<file path="src/hw/gwm_pkg.sv">
/*
  Constants shared by the gate waveform monitor: register map, field
  positions, reset values and oscillator divider counts.
  Assumes a single 20 MHz system clock and an APB master on the bus.
*/
// Operation
// [RULE1] Time both turn-on and turn-off sequences.
// [RULE2] Turn-on start clears counter; upper threshold stops.
// [RULE3] Timeout overflow sets the gate timeout error.
// [RULE4] Turn-off hard transition restarts; lower threshold stops.
// [RULE5] Verification or weak modes skip turn-on timeout.
// [RULE6] Arm write sets both capture armed bits.
// [RULE7] Armed capture measures next on and off.
// [RULE8] Turn-on capture clears, counts, stores, disarms.
// [RULE9] Capture counter overflow stores all ones.
// [RULE10] Turn-off capture clears, counts, stores, disarms.
// [RULE11] Unarmed capture fields keep their stored value.
package gwm_pkg;

  // ==========================================================
  // Register map
  localparam logic [7:0] GWM_CTRL_ADDR   = 8'h00;
  localparam logic [7:0] GWM_STATUS_ADDR = 8'h04;
  localparam logic [7:0] GWM_TIMES_ADDR  = 8'h08;

  // ==========================================================
  // Field positions
  localparam int GWM_ARM_BIT     = 0;
  localparam int GWM_ERR_BIT     = 0;
  localparam int GWM_OFF_ARM_BIT = 1;
  localparam int GWM_ON_ARM_BIT  = 2;
  localparam int GWM_ON_RUN_BIT  = 3;
  localparam int GWM_OFF_RUN_BIT = 4;
  localparam int GWM_ON_TIME_LSB  = 0;
  localparam int GWM_OFF_TIME_LSB = 8;

  // ==========================================================
  // Reset values and counter limits
  localparam logic [7:0]  GWM_TIME_RST = 8'h00;
  localparam logic [7:0]  GWM_CNT_MAX  = 8'hFF;
  localparam logic [31:0] GWM_RD_ZERO  = 32'h00000000;

  // ==========================================================
  // Oscillator rates as terminal counts of the 20 MHz clock dividers
  localparam logic [7:0] GWM_OSC_DIV_LAST = 8'h03;
  localparam logic [7:0] GWM_CAP_DIV_LAST = 8'h01;

  // Channel indices of the four sequence timers.
  localparam int GWM_CH_ON_TO   = 0;
  localparam int GWM_CH_OFF_TO  = 1;
  localparam int GWM_CH_ON_CAP  = 2;
  localparam int GWM_CH_OFF_CAP = 3;
  localparam int GWM_NCH        = 4;

endpackage : gwm_pkg

</file>
<file path="src/hw/gwm_tmr_if.sv">
/*
  Carrier between the monitor top and one sequence timer.
  Assumes the top drives start, reached and tick each cycle.
*/
interface gwm_tmr_if;
  logic       start;
  logic       reached;
  logic       tick;
  logic       running;
  logic       done;
  logic       ovf;
  logic [7:0] count;

  modport timer (input start, input reached, input tick,
                 output running, output done, output ovf, output count);
  modport ctrl  (output start, output reached, output tick,
                 input running, input done, input ovf, input count);
endinterface : gwm_tmr_if

</file>
<file path="src/hw/gwm_monitor.sv">
/*
  Gate waveform monitor: turn-on and turn-off timeout supervision and
  one-shot transition time capture, with an APB register slave.
  Assumes sequence events are one-cycle pulses from the driver core and
  the threshold comparators are already synchronous to clock.
*/
// The register addresses and the APB register port are this design's own decisions.
module gwm_monitor
  import gwm_pkg::*;
(
  // Clock and reset
  input  wire logic        clock,
  input  wire logic        rst,
  // APB slave
  input  wire logic        psel,
  input  wire logic        penable,
  input  wire logic        pwrite,
  input  wire logic [7:0]  paddr,
  input  wire logic [31:0] pwdata,
  output logic [31:0]      prdata,
  output logic             pready,
  output logic             pslverr,
  // Driver core sequence events
  input  wire logic        turnon_start,
  input  wire logic        turnoff_hard,
  input  wire logic        verification_mode,
  input  wire logic        weak_turn_on_mode,
  // Gate comparators
  input  wire logic        upper_gate_threshold,
  input  wire logic        lower_gate_threshold,
  // Error to the primary error register
  output logic             gate_timeout_error_flag
);

  // ==========================================================
  // Oscillator enables
  logic osc_tick;
  logic cap_tick;

  gwm_tick_div #(.LAST(GWM_OSC_DIV_LAST)) u_osc_div (
    .clock (clock),
    .rst   (rst),
    .tick  (osc_tick)
  );

  gwm_tick_div #(.LAST(GWM_CAP_DIV_LAST)) u_cap_div (
    .clock (clock),
    .rst   (rst),
    .tick  (cap_tick)
  );

  // ==========================================================
  // Sequence timers
  logic                on_armed_reg, on_armed_next;
  logic                off_armed_reg, off_armed_next;
  logic [7:0]          on_time_reg, on_time_next;
  logic [7:0]          off_time_reg, off_time_next;
  logic                err_reg, err_next;
  logic                on_supp;
  logic [GWM_NCH-1:0]  ch_start;
  logic [GWM_NCH-1:0]  ch_reached;
  logic [GWM_NCH-1:0]  ch_tick;

  gwm_tmr_if tif [GWM_NCH] ();

  assign on_supp = verification_mode | weak_turn_on_mode;

  assign ch_start[GWM_CH_ON_TO]   = turnon_start & ~on_supp; // [RULE5]
  assign ch_start[GWM_CH_OFF_TO]  = turnoff_hard; // [RULE4]
  assign ch_start[GWM_CH_ON_CAP]  = turnon_start & on_armed_reg; // [RULE7]
  assign ch_start[GWM_CH_OFF_CAP] = turnoff_hard & off_armed_reg; // [RULE7]

  assign ch_reached[GWM_CH_ON_TO]   = upper_gate_threshold; // [RULE2]
  assign ch_reached[GWM_CH_OFF_TO]  = lower_gate_threshold; // [RULE4]
  assign ch_reached[GWM_CH_ON_CAP]  = upper_gate_threshold;
  assign ch_reached[GWM_CH_OFF_CAP] = lower_gate_threshold;

  // Timeouts count on the main secondary oscillator, captures on the
  // faster capture oscillator for finer resolution.
  assign ch_tick[GWM_CH_ON_TO]   = osc_tick;
  assign ch_tick[GWM_CH_OFF_TO]  = osc_tick;
  assign ch_tick[GWM_CH_ON_CAP]  = cap_tick;
  assign ch_tick[GWM_CH_OFF_CAP] = cap_tick;

  for (genvar i = 0; i < GWM_NCH; i++) begin : g_ch
    assign tif[i].start   = ch_start[i];
    assign tif[i].reached = ch_reached[i];
    assign tif[i].tick    = ch_tick[i];
    gwm_seq_timer u_tmr (
      .clock (clock),
      .rst   (rst),
      .tif   (tif[i])
    );
  end

  // ==========================================================
  // APB access decode
  logic        setup_ph;
  logic        wr_acc;
  logic        arm_cmd;
  logic        err_clr;
  logic        rd_hit;
  logic [31:0] rd_data;
  logic [31:0] prdata_reg, prdata_next;
  logic        pready_reg, pready_next;
  logic        pslverr_reg, pslverr_next;

  assign setup_ph = psel & ~penable;
  assign wr_acc   = psel & penable & pready_reg & pwrite & ~pslverr_reg;
  assign arm_cmd  = wr_acc & (paddr == GWM_CTRL_ADDR) &
                    pwdata[GWM_ARM_BIT];
  assign err_clr  = wr_acc & (paddr == GWM_STATUS_ADDR) &
                    pwdata[GWM_ERR_BIT];

  always_comb begin
    rd_data = GWM_RD_ZERO;
    rd_hit  = 1'b1;
    case (paddr)
      GWM_CTRL_ADDR: begin
        rd_data = GWM_RD_ZERO;
      end
      GWM_STATUS_ADDR: begin
        rd_data[GWM_ERR_BIT]     = err_reg;
        rd_data[GWM_OFF_ARM_BIT] = off_armed_reg;
        rd_data[GWM_ON_ARM_BIT]  = on_armed_reg;
        rd_data[GWM_ON_RUN_BIT]  = tif[GWM_CH_ON_TO].running;
        rd_data[GWM_OFF_RUN_BIT] = tif[GWM_CH_OFF_TO].running;
      end
      GWM_TIMES_ADDR: begin
        rd_data[GWM_ON_TIME_LSB +: 8]  = on_time_reg;
        rd_data[GWM_OFF_TIME_LSB +: 8] = off_time_reg;
      end
      default: begin
        rd_hit = 1'b0;
      end
    endcase
  end

  // Every access takes exactly one access cycle: the answer is prepared
  // in the setup cycle so that all bus outputs come from flip-flops.
  always_comb begin
    pready_next  = setup_ph;
    pslverr_next = setup_ph & ~rd_hit;
    prdata_next  = prdata_reg;
    if (setup_ph) begin
      prdata_next = pwrite ? GWM_RD_ZERO : rd_data;
    end
  end

  // ==========================================================
  // Error flag and capture state
  always_comb begin
    err_next       = err_reg;
    on_armed_next  = on_armed_reg;
    off_armed_next = off_armed_reg;
    on_time_next   = on_time_reg;
    off_time_next  = off_time_reg;
    if (err_clr) begin
      err_next = 1'b0;
    end
    // A timeout in the clearing cycle still lands in the flag.
    if (tif[GWM_CH_ON_TO].ovf | tif[GWM_CH_OFF_TO].ovf) begin
      err_next = 1'b1; // [RULE1] [RULE3]
    end
    if (tif[GWM_CH_ON_CAP].start) begin
      on_time_next = GWM_TIME_RST; // [RULE8]
    end else if (tif[GWM_CH_ON_CAP].done) begin
      on_time_next  = tif[GWM_CH_ON_CAP].count; // [RULE8]
      on_armed_next = 1'b0;
    end else if (tif[GWM_CH_ON_CAP].ovf) begin
      on_time_next  = GWM_CNT_MAX; // [RULE9]
      on_armed_next = 1'b0;
    end
    if (tif[GWM_CH_OFF_CAP].start) begin
      off_time_next = GWM_TIME_RST; // [RULE10]
    end else if (tif[GWM_CH_OFF_CAP].done) begin
      off_time_next  = tif[GWM_CH_OFF_CAP].count; // [RULE10]
      off_armed_next = 1'b0;
    end else if (tif[GWM_CH_OFF_CAP].ovf) begin
      off_time_next  = GWM_CNT_MAX; // [RULE9]
      off_armed_next = 1'b0;
    end
    // Re-arming wins over a completion landing in the same cycle.
    if (arm_cmd) begin
      on_armed_next  = 1'b1; // [RULE6]
      off_armed_next = 1'b1;
    end
  end

  always_ff @(posedge clock or posedge rst) begin
    if (rst) begin
      err_reg       <= 1'b0;
      on_armed_reg  <= 1'b0;
      off_armed_reg <= 1'b0;
      on_time_reg   <= GWM_TIME_RST;
      off_time_reg  <= GWM_TIME_RST;
      prdata_reg    <= GWM_RD_ZERO;
      pready_reg    <= 1'b0;
      pslverr_reg   <= 1'b0;
    end else begin
      err_reg       <= err_next;
      on_armed_reg  <= on_armed_next;
      off_armed_reg <= off_armed_next;
      on_time_reg   <= on_time_next; // [RULE11]
      off_time_reg  <= off_time_next; // [RULE11]
      prdata_reg    <= prdata_next;
      pready_reg    <= pready_next;
      pslverr_reg   <= pslverr_next;
    end
  end

  assign prdata                  = prdata_reg;
  assign pready                  = pready_reg;
  assign pslverr                 = pslverr_reg;
  assign gate_timeout_error_flag = err_reg;
endmodule : gwm_monitor

</file>
<file path="src/hw/gwm_seq_timer.sv">
/*
  One 8-bit sequence timer: start clears and runs it, the threshold
  flag stops it, counting past the top ends it with an overflow.
  Assumes start is a one-cycle pulse and tick a one-cycle enable.
*/
module gwm_seq_timer
  import gwm_pkg::*;
(
  // Clock and reset
  input wire logic clock,
  input wire logic rst,
  // Control side
  gwm_tmr_if.timer tif
);

  logic       run_reg, run_next;
  logic [7:0] cnt_reg, cnt_next;

  // ==========================================================
  // Counter
  // A start that meets a running count restarts it, so a new sequence
  // is never measured against the tail of the previous one.
  always_comb begin
    run_next = run_reg;
    cnt_next = cnt_reg;
    if (tif.start) begin
      run_next = 1'b1;
      cnt_next = GWM_TIME_RST;
    end else if (run_reg) begin
      if (tif.reached) begin
        run_next = 1'b0;
      end else if (tif.tick) begin
        if (cnt_reg == GWM_CNT_MAX) begin
          run_next = 1'b0;
        end else begin
          cnt_next = cnt_reg + 8'h01;
        end
      end
    end
  end

  always_ff @(posedge clock or posedge rst) begin
    if (rst) begin
      run_reg <= 1'b0;
      cnt_reg <= GWM_TIME_RST;
    end else begin
      run_reg <= run_next;
      cnt_reg <= cnt_next;
    end
  end

  assign tif.running = run_reg;
  assign tif.count   = cnt_reg;
  assign tif.done    = run_reg & tif.reached & ~tif.start;
  assign tif.ovf     = run_reg & ~tif.reached & ~tif.start & tif.tick &
                       (cnt_reg == GWM_CNT_MAX);

endmodule : gwm_seq_timer

</file>
<file path="src/hw/gwm_tick_div.sv">
/*
  Divider that turns the system clock into a one-cycle enable pulse
  standing in for a slower oscillator domain.
  Assumes LAST is the terminal count, one less than the division.
*/
module gwm_tick_div
  import gwm_pkg::*;
#(
  parameter logic [7:0] LAST = 8'h01
) (
  // Clock and reset
  input  wire logic clock,
  input  wire logic rst,
  // Enable pulse
  output logic      tick
);

  logic [7:0] cnt_reg,  cnt_next;
  logic       tick_reg, tick_next;

  // ==========================================================
  // Divider
  always_comb begin
    cnt_next  = cnt_reg + 8'h01;
    tick_next = 1'b0;
    if (cnt_reg == LAST) begin
      cnt_next  = 8'h00;
      tick_next = 1'b1;
    end
  end

  always_ff @(posedge clock or posedge rst) begin
    if (rst) begin
      cnt_reg  <= 8'h00;
      tick_reg <= 1'b0;
    end else begin
      cnt_reg  <= cnt_next;
      tick_reg <= tick_next;
    end
  end

  assign tick = tick_reg;

endmodule : gwm_tick_div

</file>
<file path="config.mk">
export PLATFORM = sky130hd
export DESIGN_NAME = gwm_monitor
export DESIGN_NICKNAME = d
export VERILOG_FILES = /design/src/hw/gwm_pkg.sv /design/src/hw/gwm_tmr_if.sv /design/src/hw/gwm_monitor.sv /design/src/hw/gwm_seq_timer.sv /design/src/hw/gwm_tick_div.sv
export SDC_FILE = /design/constraint.sdc
export NUM_CORES = 1
export LEC_CHECK = 0
export ABC_CLOCK_PERIOD_IN_PS = 4050
export BUFFER_PORTS_ARGS = -buffer_cell sky130_fd_sc_hd__buf_2
export CORE_MARGIN = 2
export CORE_UTILIZATION = 44
export DETAILED_ROUTE_END_ITERATION = 16
export PLACE_DENSITY = 0.65
export SLEW_MARGIN = 20
export SYNTH_ARGS = -nofsm -noshare
export SYNTH_HDL_FRONTEND = slang
export SYNTH_HIERARCHICAL = 1
export SYNTH_SLANG_ARGS = --single-unit
</file>
<file path="constraint.sdc">
create_clock -name clock -period 4.05 [get_ports clock]
set_input_delay 0.81 -clock clock [delete_from_list [all_inputs] [get_ports clock]]
set_output_delay 0.81 -clock clock [all_outputs]
set_load 0.005 [all_outputs]
</file>
After elaboration in Yosys (flattened, before gate mapping). Index checks and enable logic that the tools add are counted.

Output and inout bits: 35. Input bits: 51. Flip-flop bits (word level): 107.

$add $sub $neg: 6. Reductions and logical operators: 21. Bitwise gates (word level): 45. Muxes and demuxes: 64. Eq/ne operators: 18.

Operators by type and width (number): 8-bit two-way mux (28); 8-bit by 1-bit adder with 8-bit output (second input constant) (6); 1-bit bitwise AND (33); 1-bit two-way mux (33); 8-bit == test (second input constant) (4); 2-bit nonzero test (9); 16-bit two-way mux (1); 4-bit AND reduction (4); 2-bit by 1-bit inequality test with 1-bit output (second input constant) (6); 3-bit nonzero test (4); 11-bit two-way mux (1); 1-bit inverter (10); 5-bit one-hot mux with 2 select lines (1); 8-bit by 1-bit == test with 1-bit output (second input constant) (1); 8-bit by 2-bit == test with 1-bit output (second input constant) (1); 8-bit by 3-bit == test with 1-bit output (second input constant) (1); 8-bit by 4-bit == test with 1-bit output (second input constant) (1); 8-bit zero test (1); 2-bit inequality test (second input constant) (4); 2-bit AND reduction (2); 3-bit OR reduction (1); 1-bit bitwise OR (2).

Longest topological paths before layout. Gate-level depths: netlist of the first run.

Word-level depth: 9. Depth in mapped cells: 8.

Cells and area by module. The synthesis of the first run kept the hierarchy.

By module, submodules not included: gwm_seq_timer (cells each 51, sequential area each 225.2 sq um, area each 488.0 sq um, instances 4); gwm_monitor (cells each 160, sequential area each 925.9 sq um, area each 1741.7 sq um, instances 1); gwm_tick_div (u_cap_div) (cells each 31, sequential area each 225.2 sq um, area each 395.4 sq um, instances 1); gwm_tick_div (u_osc_div) (cells each 31, sequential area each 225.2 sq um, area each 387.9 sq um, instances 1).

Least setup slack after synthesis of the first run. Ideal clock, no wire load.

Kind: in2reg. Start: input port turnon_start. End: register on_armed_reg. Path slack: 1784 ps. Path buffers: 3. Data required time: 3921 ps. Library setup time: 129 ps. Arrival time: 2137 ps. Stages on the path: 8. Path through: and2_1 > clkbuf_1 > clkbuf_1 > nor2_1 > clkbuf_1 > nor2_1 > o21ai_0 > o41ai_1.

Elaborated cells on any way between the ends: 12.

RTL lines: start, declared (RTL line gwm_monitor.sv:24) `input wire logic turnon_start,`; 1-bit bitwise AND (*) (RTL line gwm_monitor.sv:70) `assign ch_start[GWM_CH_ON_CAP] = turnon_start & on_armed_reg;`; net tif[2].start (RTL line gwm_tmr_if.sv:6) `logic start;`; 1-bit inverter (*) (RTL line gwm_seq_timer.sv:54) `assign tif.done = run_reg & tif.reached & ~tif.start;`; 1-bit bitwise AND (*) (RTL line gwm_seq_timer.sv:54); net tif[2].done (RTL line gwm_tmr_if.sv:10) `logic done;`; 1-bit two-way mux (RTL line gwm_monitor.sv:167) `end else if (tif[GWM_CH_ON_CAP].done) begin`; 1-bit two-way mux (RTL line gwm_monitor.sv:165) `if (tif[GWM_CH_ON_CAP].start) begin`; 1-bit two-way mux (RTL line gwm_monitor.sv:184) `if (arm_cmd) begin`; end signal, assigned (RTL line gwm_monitor.sv:202) `on_armed_reg <= on_armed_next;`; end, declared (RTL line gwm_monitor.sv:54) `logic on_armed_reg, on_armed_next;`.

The timed path passes the listed nets; every way through them passes the cells marked *. The select of a mux whose other input is x is not followed. A chain may end at the register's enable or synchronous reset.

Worst setup path after layout of the first run.
Start: input port turnoff_hard. End: register off_armed_reg.

Word-level cells in the longest chain between the ends: 7. Elaborated cells on any way between the ends: 12.

Ends and longest elaborated chain: start, declared (RTL line gwm_monitor.sv:25) `input wire logic turnoff_hard,`; 1-bit bitwise AND (RTL line gwm_monitor.sv:71) `assign ch_start[GWM_CH_OFF_CAP] = turnoff_hard & off_armed_reg;`; 1-bit inverter (RTL line gwm_seq_timer.sv:55) `assign tif.ovf = run_reg & ~tif.reached & ~tif.start & tif.tick &`; 1-bit bitwise AND (3 in series) (RTL line gwm_seq_timer.sv:55); net tif[3].ovf (RTL line gwm_tmr_if.sv:11) `logic ovf;`; 3-bit nonzero test (no source line); 2-bit AND reduction (no source line); end signal, assigned (RTL line gwm_monitor.sv:203) `off_armed_reg <= off_armed_next;`; end, declared (RTL line gwm_monitor.sv:55) `logic off_armed_reg, off_armed_next;`.

The timed path passes the listed nets, and every way through them passes these cells. The select of a mux whose other input is x is not followed.

==> reports/metrics.csv, run 1 <==
stage;metric;value;unit
power_and_ir_drop;p_leak;0.002432;uW
sta;setup_violations;0;
cells_and_area;utilization;50.05;%
global_route;grt_max_degree;23;
run;cap_violations;0;
global_route;track_usage;16.79;%
global_route;grt_overflow;0;
sta;fin_crit;2499;ps
sta;rsz0062_at_grt;no;
clock_tree;cts_sinks;91;
route;ant_nets;0;
clock_tree;postCtsSetupRepairBufs;0;
placement;port_buffers;38;
sta;fin_skew;7.716;ps
floorplan;initial_core_util;45.44;%
clock_tree;htreeDepth;3;
sta;holdWs;490.3;ps
sta;max_slew_margin;39.85;%
clock_tree;cts.clk_slew.worst_paths;90;ps
sta;period_share;61.70;%
cells_and_area;fill_cells;935;
clock_tree;clkLatencyLatePin;350;ps
setup_path;ff2ff_setup_slack;1740;ps
sta;fmax;400.2;MHz
route;route.detailed.drc;0;
route;firstDrtPassIters;4;
floorplan;die_y;104.7;um
floorplan;pin_count;86;
route;wl_per_cell;14.34;um
sta;drv_slew;0;
clock_tree;clock_tree.root_cell;clkbuf_8;
setup_path;cp.arrival;2730;ps
clock_tree;cts_tree;done;
global_route;antenna_found_initial;0;
global_route;grt_pass1_wl;14940;um
route;routed_via_density;5.339;
sta;worst_pin_slew;895.6;ps
cells_and_area;layoutNonFillerInstCount;599;
placement;dp_hpwl;6071;um
global_route;first_global_vias;3131;
placement;dp_slack;1179;ps
yosys;avgSynthCellArea;10.57;sq um
sta;setup_ws;1551;ps
route;drt_wl_total;8591;um
floorplan;die_x;104.7;um
outcome;status;complete, no violations;
setup_path;end_kind;flop;
clock_tree;numCtsBuffers;9;
yosys;netlist_area;4462;sq um
floorplan;rows;36;
power_and_ir_drop;ir_drop;0.1445;mV
setup_path;start_kind;input port;
cells_and_area;drive_gt1_share;20.17;%
cells_and_area;largest_reg_flops;32;
cells_and_area;nets;520;
sta;hold_violations;0;
floorplan;die_area;10960;sq um
setup_path;cp.required;4280;ps
route;first_iter_violations;116;
yosys;postSynthCellCount;422;
clock_tree;cts_buffer_depth;2;
sta;tns;0;ps
yosys;yosys_warnings;6;
hold_path;hold_path_class;flop to flop;
placement;routabilityCongestion;0.8512;
setup_path;path_max_fanout;19;
route;vias;3198;
clock_tree;ctsHoldBuffers;0;
cells_and_area;diodes;0;
clock_tree;cts-resized-gates;0;
cells_and_area;areaGrowthSynthToFinish;10.15;%
placement;numPlacedInstances;584;
floorplan;core_area;9819;sq um
setup_path;crit_type;input port to flop;
power_and_ir_drop;powerDensity;317.6;nW/um^2
worst max-delay path, cell delays in order:
cell     delay, ps
buf_2          170
and2_1         380
nor4_1         770
buf_4          270
nor2_1          40
o21ai_0        180
o41ai_1        100
report_power, final:
part | switching [uW] | total [uW] | internal (uW)
clock | 296 | 565 | 269
combinational | 44.9 | 66.9 | 22.0
sequential | 8.97 | 929 | 920
routing by layer:
layer  global-route usage [%]  part of all wire, %  up-vias
li1                         -                    -     1547
met1                    22.11                   46     1574
met2                    27.17                   48       68
met3                    3.868                  4.1        9
met4                    6.095                  1.8        0
met5                        0                    0        -
metrics by stage:
stage	power, uW	instance area [sq um]
floorplan	999.1	4518
global placement	1014	4736
detailed placement	1016	4736
CTS	1584	4915
global route	1640	4915
finish	1561	4915
final cells by class:
cell class	instances	area (sq um)	area share (%)
Timing Repair Buffer	43	227.7	4.633
Inverter	13	48.80	0.9929
Sequential cell	91	2277	46.33
Clock buffer	13	168.9	3.437
Clock inverter	2	10.01	0.2037
Multi-Input combinational cell	304	2016	41.01
Tap cell	133	166.4	3.386
cell usage in the layout, fill, tap and decap left out, drive strengths merged, types with 13 or more instances in the layout:
master	count
dfrtp	91
buf	43
nor2	36
nor3	33
xor2	20
nand3	18
nor2b	17
nand2	16
conb	16
inv	13
clkbuf	13
path summary, 6_finish.rpt:
| check | start | to | cells past startpoint |
|---|---|---|---|
| hold / removal | u_cap_div/cnt_reg[7] | u_cap_div/cnt_reg[7] | 1 |
| min in group asynchronous | rst | u_cap_div/cnt_reg[4] | 2 |
| hold reg to reg | u_cap_div/cnt_reg[7] | u_cap_div/cnt_reg[7] | 1 |
| setup reg to reg | g_ch[2].u_tmr/tif.count[0] | on_armed_reg | 7 |
| setup / recovery | turnoff_hard | off_armed_reg | 7 |
| max in group asynchronous | rst | on_time_reg[5] | 3 |
(Power assumes the default switching activity.)
==> inputs of run 2 (changes only) <==
--- a/config.mk
+++ b/config.mk
@@ -5,12 +5,12 @@
 export SDC_FILE = /design/constraint.sdc
 export NUM_CORES = 1
 export LEC_CHECK = 0
-export ABC_CLOCK_PERIOD_IN_PS = 4050
+export ABC_CLOCK_PERIOD_IN_PS = 2100
 export BUFFER_PORTS_ARGS = -buffer_cell sky130_fd_sc_hd__buf_2
 export CORE_MARGIN = 2
 export CORE_UTILIZATION = 44
 export DETAILED_ROUTE_END_ITERATION = 16
-export PLACE_DENSITY = 0.65
+export PLACE_DENSITY = 0.67
 export SLEW_MARGIN = 20
 export SYNTH_ARGS = -nofsm -noshare
 export SYNTH_HDL_FRONTEND = slang
==> constraint.sdc (replaced) <==
create_clock -name clock -period 2.1 [get_ports clock]
set_input_delay 0.42 -clock clock [delete_from_list [all_inputs] [get_ports clock]]
set_output_delay 0.42 -clock clock [all_outputs]
set_load 0.005 [all_outputs]
==> run 2 against run 1 <==
Cell area up 3.2%; wire length up 4.5%; flip-flop and latch count unchanged; via count up 1.8%; clock skew up 4.7 ps; largest cell class unchanged.
==> reports/metrics.csv, run 2 (synthesis results as in run 1) <==
stage;metric;value;unit;change
global_route;grt_busiest_layer;met2;;
route;drt_wl_total;8978;um;+4.5%
global_route;grt_overflow;0;;unchanged
global_route;grt_pass1_wl;15310;um;+2.5%
floorplan;core_area;9819;sq um;unchanged
clock_tree;htreeDepth;3;;unchanged
setup_path;path_max_fanout;9;;-10
setup_path;crit_chain;ha_1 > nand3_1 > nor4_1 > buf_4 > nor2_1 > o21ai_0 > o41ai_1;;
global_route;first_global_vias;3242;;+3.5%
clock_tree;clock_tree.root_cell;clkbuf_8;;
sta;fin_skew;12.41;ps;+4.690 ps
power_and_ir_drop;p_int;2442;uW;+100%
route;wl_per_cell;14.62;um;+2.0%
cells_and_area;nets;534;;+2.7%
global_route;antenna_found_initial;0;;unchanged
setup_path;cpMaxStageDelayCell;dfrtp_1;;
floorplan;die_area;10960;sq um;unchanged
route;first_iter_violations;152;;+31%
floorplan;initial_core_util;45.44;%;unchanged
sta;setup_ws;385.7;ps;-1165 ps
clock_tree;postCtsSetupRepairBufs;0;;unchanged
setup_path;cp.arrival;1940;ps;-790 ps
clock_tree;ctsHoldBuffers;0;;unchanged
global_route;use_met2;28.29;%;+1.1 points
route;ant_nets;0;;unchanged
clock_tree;cts.clk_slew.worst_paths;90;ps;about the same
route;routed_via_density;5.300;;-0.73%
global_route;global_route.usage.met1;22.63;%;+0.52 points
power_and_ir_drop;ir_drop;0.2582;mV;+79%
setup_path;end_kind;flop;;
power_and_ir_drop;powerDensity;619.9;nW/um^2;+95%
global_route;grtUsageMet3;2.682;%;-1.2 points
power_and_ir_drop;p_leak;0.002513;uW;+3.3%
cells_and_area;diodes;0;;unchanged
run;cap_violations;0;;unchanged
clock_tree;cts_buffer_depth;2;;unchanged
sta;rsz0062_at_grt;no;;
clock_tree;cts-resized-gates;0;;unchanged
cells_and_area;areaGrowthSynthToFinish;13.66;%;
sta;hold_violations;0;;unchanged
power_and_ir_drop;swShare;22.32;%;-0.086 points
power_and_ir_drop;seq_power_share;57.0;%;-2.5 points
route;route.detailed.drc;0;;unchanged
placement;port_buffers;38;;unchanged
floorplan;die_x;104.7;um;unchanged
setup_path;cp.required;2320;ps;-1960 ps
route;firstDrtPassIters;4;;unchanged
cells_and_area;drive_gt1_share;22.45;%;+2.3 points
sta;setup_violations;0;;unchanged
clock_tree;clkLatencyLatePin;350;ps;about the same
clock_tree;numCtsBuffers;9;;unchanged
cells_and_area;mostFrequentLayoutCells;91 x dfrtp_1, 38 x buf_2, 36 x nor2_1;;
cells_and_area;mostFrequentLayoutCell;dfrtp_1;;
setup_path;critical_path.max_stage_delay;420;ps;-350 ps
placement;dp_hpwl;6471;um;+6.6%
outcome;status;complete, no violations;;
sta;period_share;81.63;%;
power_and_ir_drop;p_switching;701.7;uW;+100%
global_route;track_usage;17.13;%;+0.34 points
setup_path;crit_buf_inv;1;;-1
setup_path;start_kind;flop;;
clock_tree;cts_tree;done;;
placement;routabilityCongestion;0.7995;;-6.1%
placement;dp_slack;158.7;ps;-1020 ps
floorplan;rows;36;;unchanged
route;vias;3254;;+1.8%
power_and_ir_drop;p_clk_share;38.6;%;+2.4 points
floorplan;die_y;104.7;um;unchanged
cells_and_area;largest_reg_flops;32;;unchanged
power_and_ir_drop;pwr-share-comb;4.4;%;about the same
setup_path;path_delay_family;simple AND/OR/NAND/NOR gates;;
setup_path;crit_type;flop to flop;;
floorplan;pin_count;86;;unchanged
sta;tns;0;ps;unchanged
hold_path;hold_path_class;input port to asynchronous set/reset pin;;
sta;drv_slew;0;;unchanged
sta;fmax;583.3;MHz;
clock_tree;cts_sinks;91;;unchanged
global_route;grt_max_degree;30;;+30%
sta;fin_crit;1714;ps;
## run 2: path summary, 6_finish.rpt
| check | startpoint | end | slack [ps] | cells after the start |
|---|---|---|---|---|
| worst max-delay path | g_ch[2].u_tmr/tif.count[0] | on_armed_reg | 390 | 7 |
| worst min-delay path | rst | g_ch[0].u_tmr/tif.count[7] | 110 | 2 |
| worst max register to register | g_ch[2].u_tmr/tif.count[0] | on_armed_reg | 390 | 7 |
| worst min register to register | u_osc_div/cnt_reg[7] | u_osc_div/cnt_reg[7] | 480 | 1 |
| max in group asynchronous | rst | gate_timeout_error_flag | 1480 | 3 |
| min in group clock | paddr[2] | on_armed_reg | 330 | 2 |
## run 2: stage by stage
step / hold WS, ps / instance area (sq um) / cells / power, uW / utilization, %
6_report: 106.6 / 5071 / 614 / 3144 / 51.64
4_1_cts: 101.6 / 5071 / 614 / 3192 / 51.64
3_5_place_dp: 467.8 / 4866 / 598 / 1969 / 49.55
5_1_grt: 112.3 / 5071 / 614 / 3289 / 51.64
2_1_floorplan: 247.9 / 4518 / 437 / 1927 / -
3_3_place_gp: 467.1 / 4866 / 598 / 1963 / 49.55
## run 2: worst reg2reg max path, cell delays in order (launching register included)
cell	delay (ps)
dfrtp_1	420
ha_1	240
nand3_1	120
nor4_1	270
buf_4	220
nor2_1	50
o21ai_0	170
o41ai_1	100
## run 2: layout make-up
| type | count | area [sq um] |
|---|---|---|
| clock buffer | 13 | 158.9 |
| timing repair buffer | 57 | 357.8 |
| multi-input combinational | 304 | 2016 |
| clock inverter | 3 | 46.29 |
| tap | 133 | 166.4 |
| sequential | 91 | 2277 |
| inverter | 13 | 48.80 |
| fill | 915 | 4748 |
## run 2: metal layers
metal | vias up | wire length (um)
met1 | 1598 | 4245
li1 | 1578 | -
met3 | 7 | 334
met2 | 71 | 4312
met5 | - | 0
met4 | 0 | 85
## run 2: power groups by stage
stage          combinational (uW)  clock (uW)  sequential, uW
3_3_place_gp                  136           0            1830
4_1_cts                       142        1260            1790
2_1_floorplan                 104           0            1820
5_1_grt                       159        1330            1800
3_5_place_dp                  141           0            1830
6_report                      138        1210            1790
==> inputs of run 3 (changes only) <==
--- a/config.mk
+++ b/config.mk
@@ -5,7 +5,7 @@
 export SDC_FILE = /design/constraint.sdc
 export NUM_CORES = 1
 export LEC_CHECK = 0
-export ABC_CLOCK_PERIOD_IN_PS = 2100
+export ABC_CLOCK_PERIOD_IN_PS = 1400
 export BUFFER_PORTS_ARGS = -buffer_cell sky130_fd_sc_hd__buf_2
 export CORE_MARGIN = 2
 export CORE_UTILIZATION = 44
==> constraint.sdc (replaced) <==
create_clock -name clock -period 1.4 [get_ports clock]
set_input_delay 0.28 -clock clock [delete_from_list [all_inputs] [get_ports clock]]
set_output_delay 0.28 -clock clock [all_outputs]
set_load 0.005 [all_outputs]
==> run 3 against run 2 <==
The flow now finishes with violations (setup timing); maximum frequency increased by 15%; first-iteration DRC count decreased by 13%; setup slack got worse by 480 ps; clock power increased by 45%; via count increased by 11%; die area unchanged; non-clock buffer count increased by 79; count of clock-buffer cells in the layout decreased by 4; power increased by 50%.
==> reports/metrics.csv, run 3 (synthesis results as in run 1) <==
stage;metric;value;unit;change
outcome;status;finished, violations left;;
outcome;violations;setup timing;;
setup_path;cp.required;1690;ps;-630 ps
setup_path;cp.arrival;1780;ps;-160 ps
placement;postPlaceCellArea;5356;sq um;+10%
hold_path;hold_start;paddr[2];;
setup_path;critPathCapture;off_time_reg[1];;
cells_and_area;diodes;0;;unchanged
cells_and_area;mostFrequentLayoutCell;dfrtp_1;;
sta;fin_crit;1492;ps;-222.7 ps
setup_path;reg2reg_to;off_time_reg[1];;
clock_tree;clkLatencyLatePin;370;ps;+20 ps
sta;rsz0062_at_grt;yes;;
cells_and_area;drive_gt1_share;47.50;%;+25 points
clock_tree;cts.clk_slew.worst_paths;100;ps;about the same
route;routed_via_density;5.227;;-1.4%
global_route;grt_overflow;0;;unchanged
setup_path;path_max_fanout;3;;-6
clock_tree;htreeDepth;3;;unchanged
route;first_iter_violations;132;;-13%
hold_path;hold_path_class;input port to flop;;
cells_and_area;mostFrequentLayoutCells;90 x dfrtp_1, 81 x buf_4, 38 x buf_2;;
floorplan;core_area;9819;sq um;unchanged
setup_path;end_kind;flop;;
sta;fin_skew;12.36;ps;-0.04410 ps
power_and_ir_drop;ir_drop;0.4709;mV;+82%
route;ant_nets;0;;unchanged
cells_and_area;areaGrowthSynthToFinish;39.88;%;
power_and_ir_drop;p_leak;0.002988;uW;+19%
floorplan;die_area;10960;sq um;unchanged
floorplan;die_x;104.7;um;unchanged
sta;holdWs;161.1;ps;+54.54 ps
clock_tree;clock_tree.root_cell;clkbuf_8;;
sta;fmax;670.4;MHz;+15%
floorplan;pin_count;86;;unchanged
cells_and_area;design_area;6241;sq um;+23%
route;firstDrtPassIters;4;;unchanged
setup_path;reg2reg_from;g_ch[3].u_tmr/tif.count[4];;
setup_path;rr_worst_depth;7;;unchanged
sta;drv_slew;0;;unchanged
clock_tree;cts_sinks;91;;unchanged
global_route;grt_max_degree;38;;+27%
setup_path;critical_path.max_stage_delay;390;ps;-30 ps
setup_path;ff2ff_setup_slack;-90;ps;-480 ps
global_route;track_usage;19.07;%;+1.9 points
sta;setup_ws;-91.56;ps;-477.3 ps
route;route.detailed.drc;0;;unchanged
cells_and_area;nets;613;;+15%
global_route;first_global_vias;3610;;+11%
sta;period_share;106.5;%;+25 points
route;wl_per_cell;15.65;um;+7.0%
route;drt_wl_total;10840;um;+21%
sta;setup_violations;28;;+28
setup_path;setup.worst_path.start;g_ch[3].u_tmr/tif.count[4];;
placement;port_buffers;38;;unchanged
floorplan;rows;36;;unchanged
setup_path;start_kind;flop;;
global_route;antenna_found_initial;0;;unchanged
setup_path;crit_chain;nand4_1 > buf_4 > nor4_4 > buf_4 > buf_6 > nor3_2 > nor3_2;;
route;vias;3622;;+11%
floorplan;initial_core_util;45.44;%;unchanged
floorplan;die_y;104.7;um;unchanged
setup_path;crit_type;flop to flop;;
cells_and_area;largest_reg_flops;32;;unchanged
placement;dp_hpwl;7135;um;+10%
clock_tree;numCtsBuffers;9;;unchanged
global_route;grt_pass1_wl;16870;um;+10%
power_and_ir_drop;powerDensity;756.2;nW/um^2;+22%
setup_path;cpMaxStageDelayCell;dfrtp_1;;
sta;hold_violations;0;;unchanged
run;cap_violations;0;;unchanged
clock_tree;cts_tree;done;;
placement;routabilityCongestion;0.9174;;+15%
sta;tns;-1439;ps;-1439 ps
clock_tree;cts_buffer_depth;2;;unchanged
run 3: cell types whose count changed in the layout (fill, tap and decap cells not counted), sizes merged:
cell and change:
buf +77, inv +6, clkbuf -3, bufinv -1, clkinvlp -1, dlygate4sd3 +1
run 3: power breakdown:
part	internal (uW)	switching [uW]
registers	2660	33.4
clock network	693	1060
logic	110	155
run 3: how the worst min path moves through the flow:
| stage | endpoint | slack, ps | cells after the start |
|---|---|---|---|
| floorplan | g_ch[0].u_tmr/tif.count[0] | 110 | 1 |
| global placement | u_cap_div/cnt_reg[7] | 350 | 2 |
| detailed placement | u_cap_div/cnt_reg[6] | 360 | 2 |
| CTS | off_armed_reg | 140 | 2 |
| global route | off_armed_reg | 170 | 2 |
| finish | off_armed_reg | 160 | 2 |
run 3: cell type report:
cell class | count | area [sq um]
repair buffers | 136 | 1041
flip-flops and latches | 91 | 2278
multi-input cells | 304 | 2519
clock buffers | 9 | 123.9
inverters | 13 | 48.80
fillers | 784 | 3578
clock inverters | 7 | 63.81
well taps | 133 | 166.4
run 3: through the flow:
stage / util (%) / power (uW) / instances / setup WS, ps
global route: 63.56 / 4920 / 693 / -175.9
floorplan: - / 2893 / 437 / -156.0
global placement: 54.55 / 2974 / 652 / -271.9
finish: 63.56 / 4719 / 693 / -91.56
detailed placement: 54.55 / 2982 / 652 / -325.6
CTS: 58.54 / 4740 / 673 / -84.49
run 3: worst max-delay path: cells and delay by family (launching register included):
kind	cells	cell delay, ps
AND/OR/NAND/NOR	4	560
buffers and inverters	3	460
flip-flops	1	390
run 3: per-layer routing:
layer  vias up  share of wire, %  global-route usage, %
met5         -                 0                      0
met4         0               1.3                  6.286
met3        10               3.4                  3.805
met2        73                52                  33.05
met1      1803                43                  23.90
li1       1736                 -                      -
run 3: repair_timing:
action,CTS,global route
gates cloned,0,1
endpoints found under the setup margin,40,56
pin swaps,26,56
hold endpoints to repair,54,0
buffers inserted,4,22
gates resized for setup,38,71
hold buffers,1,0
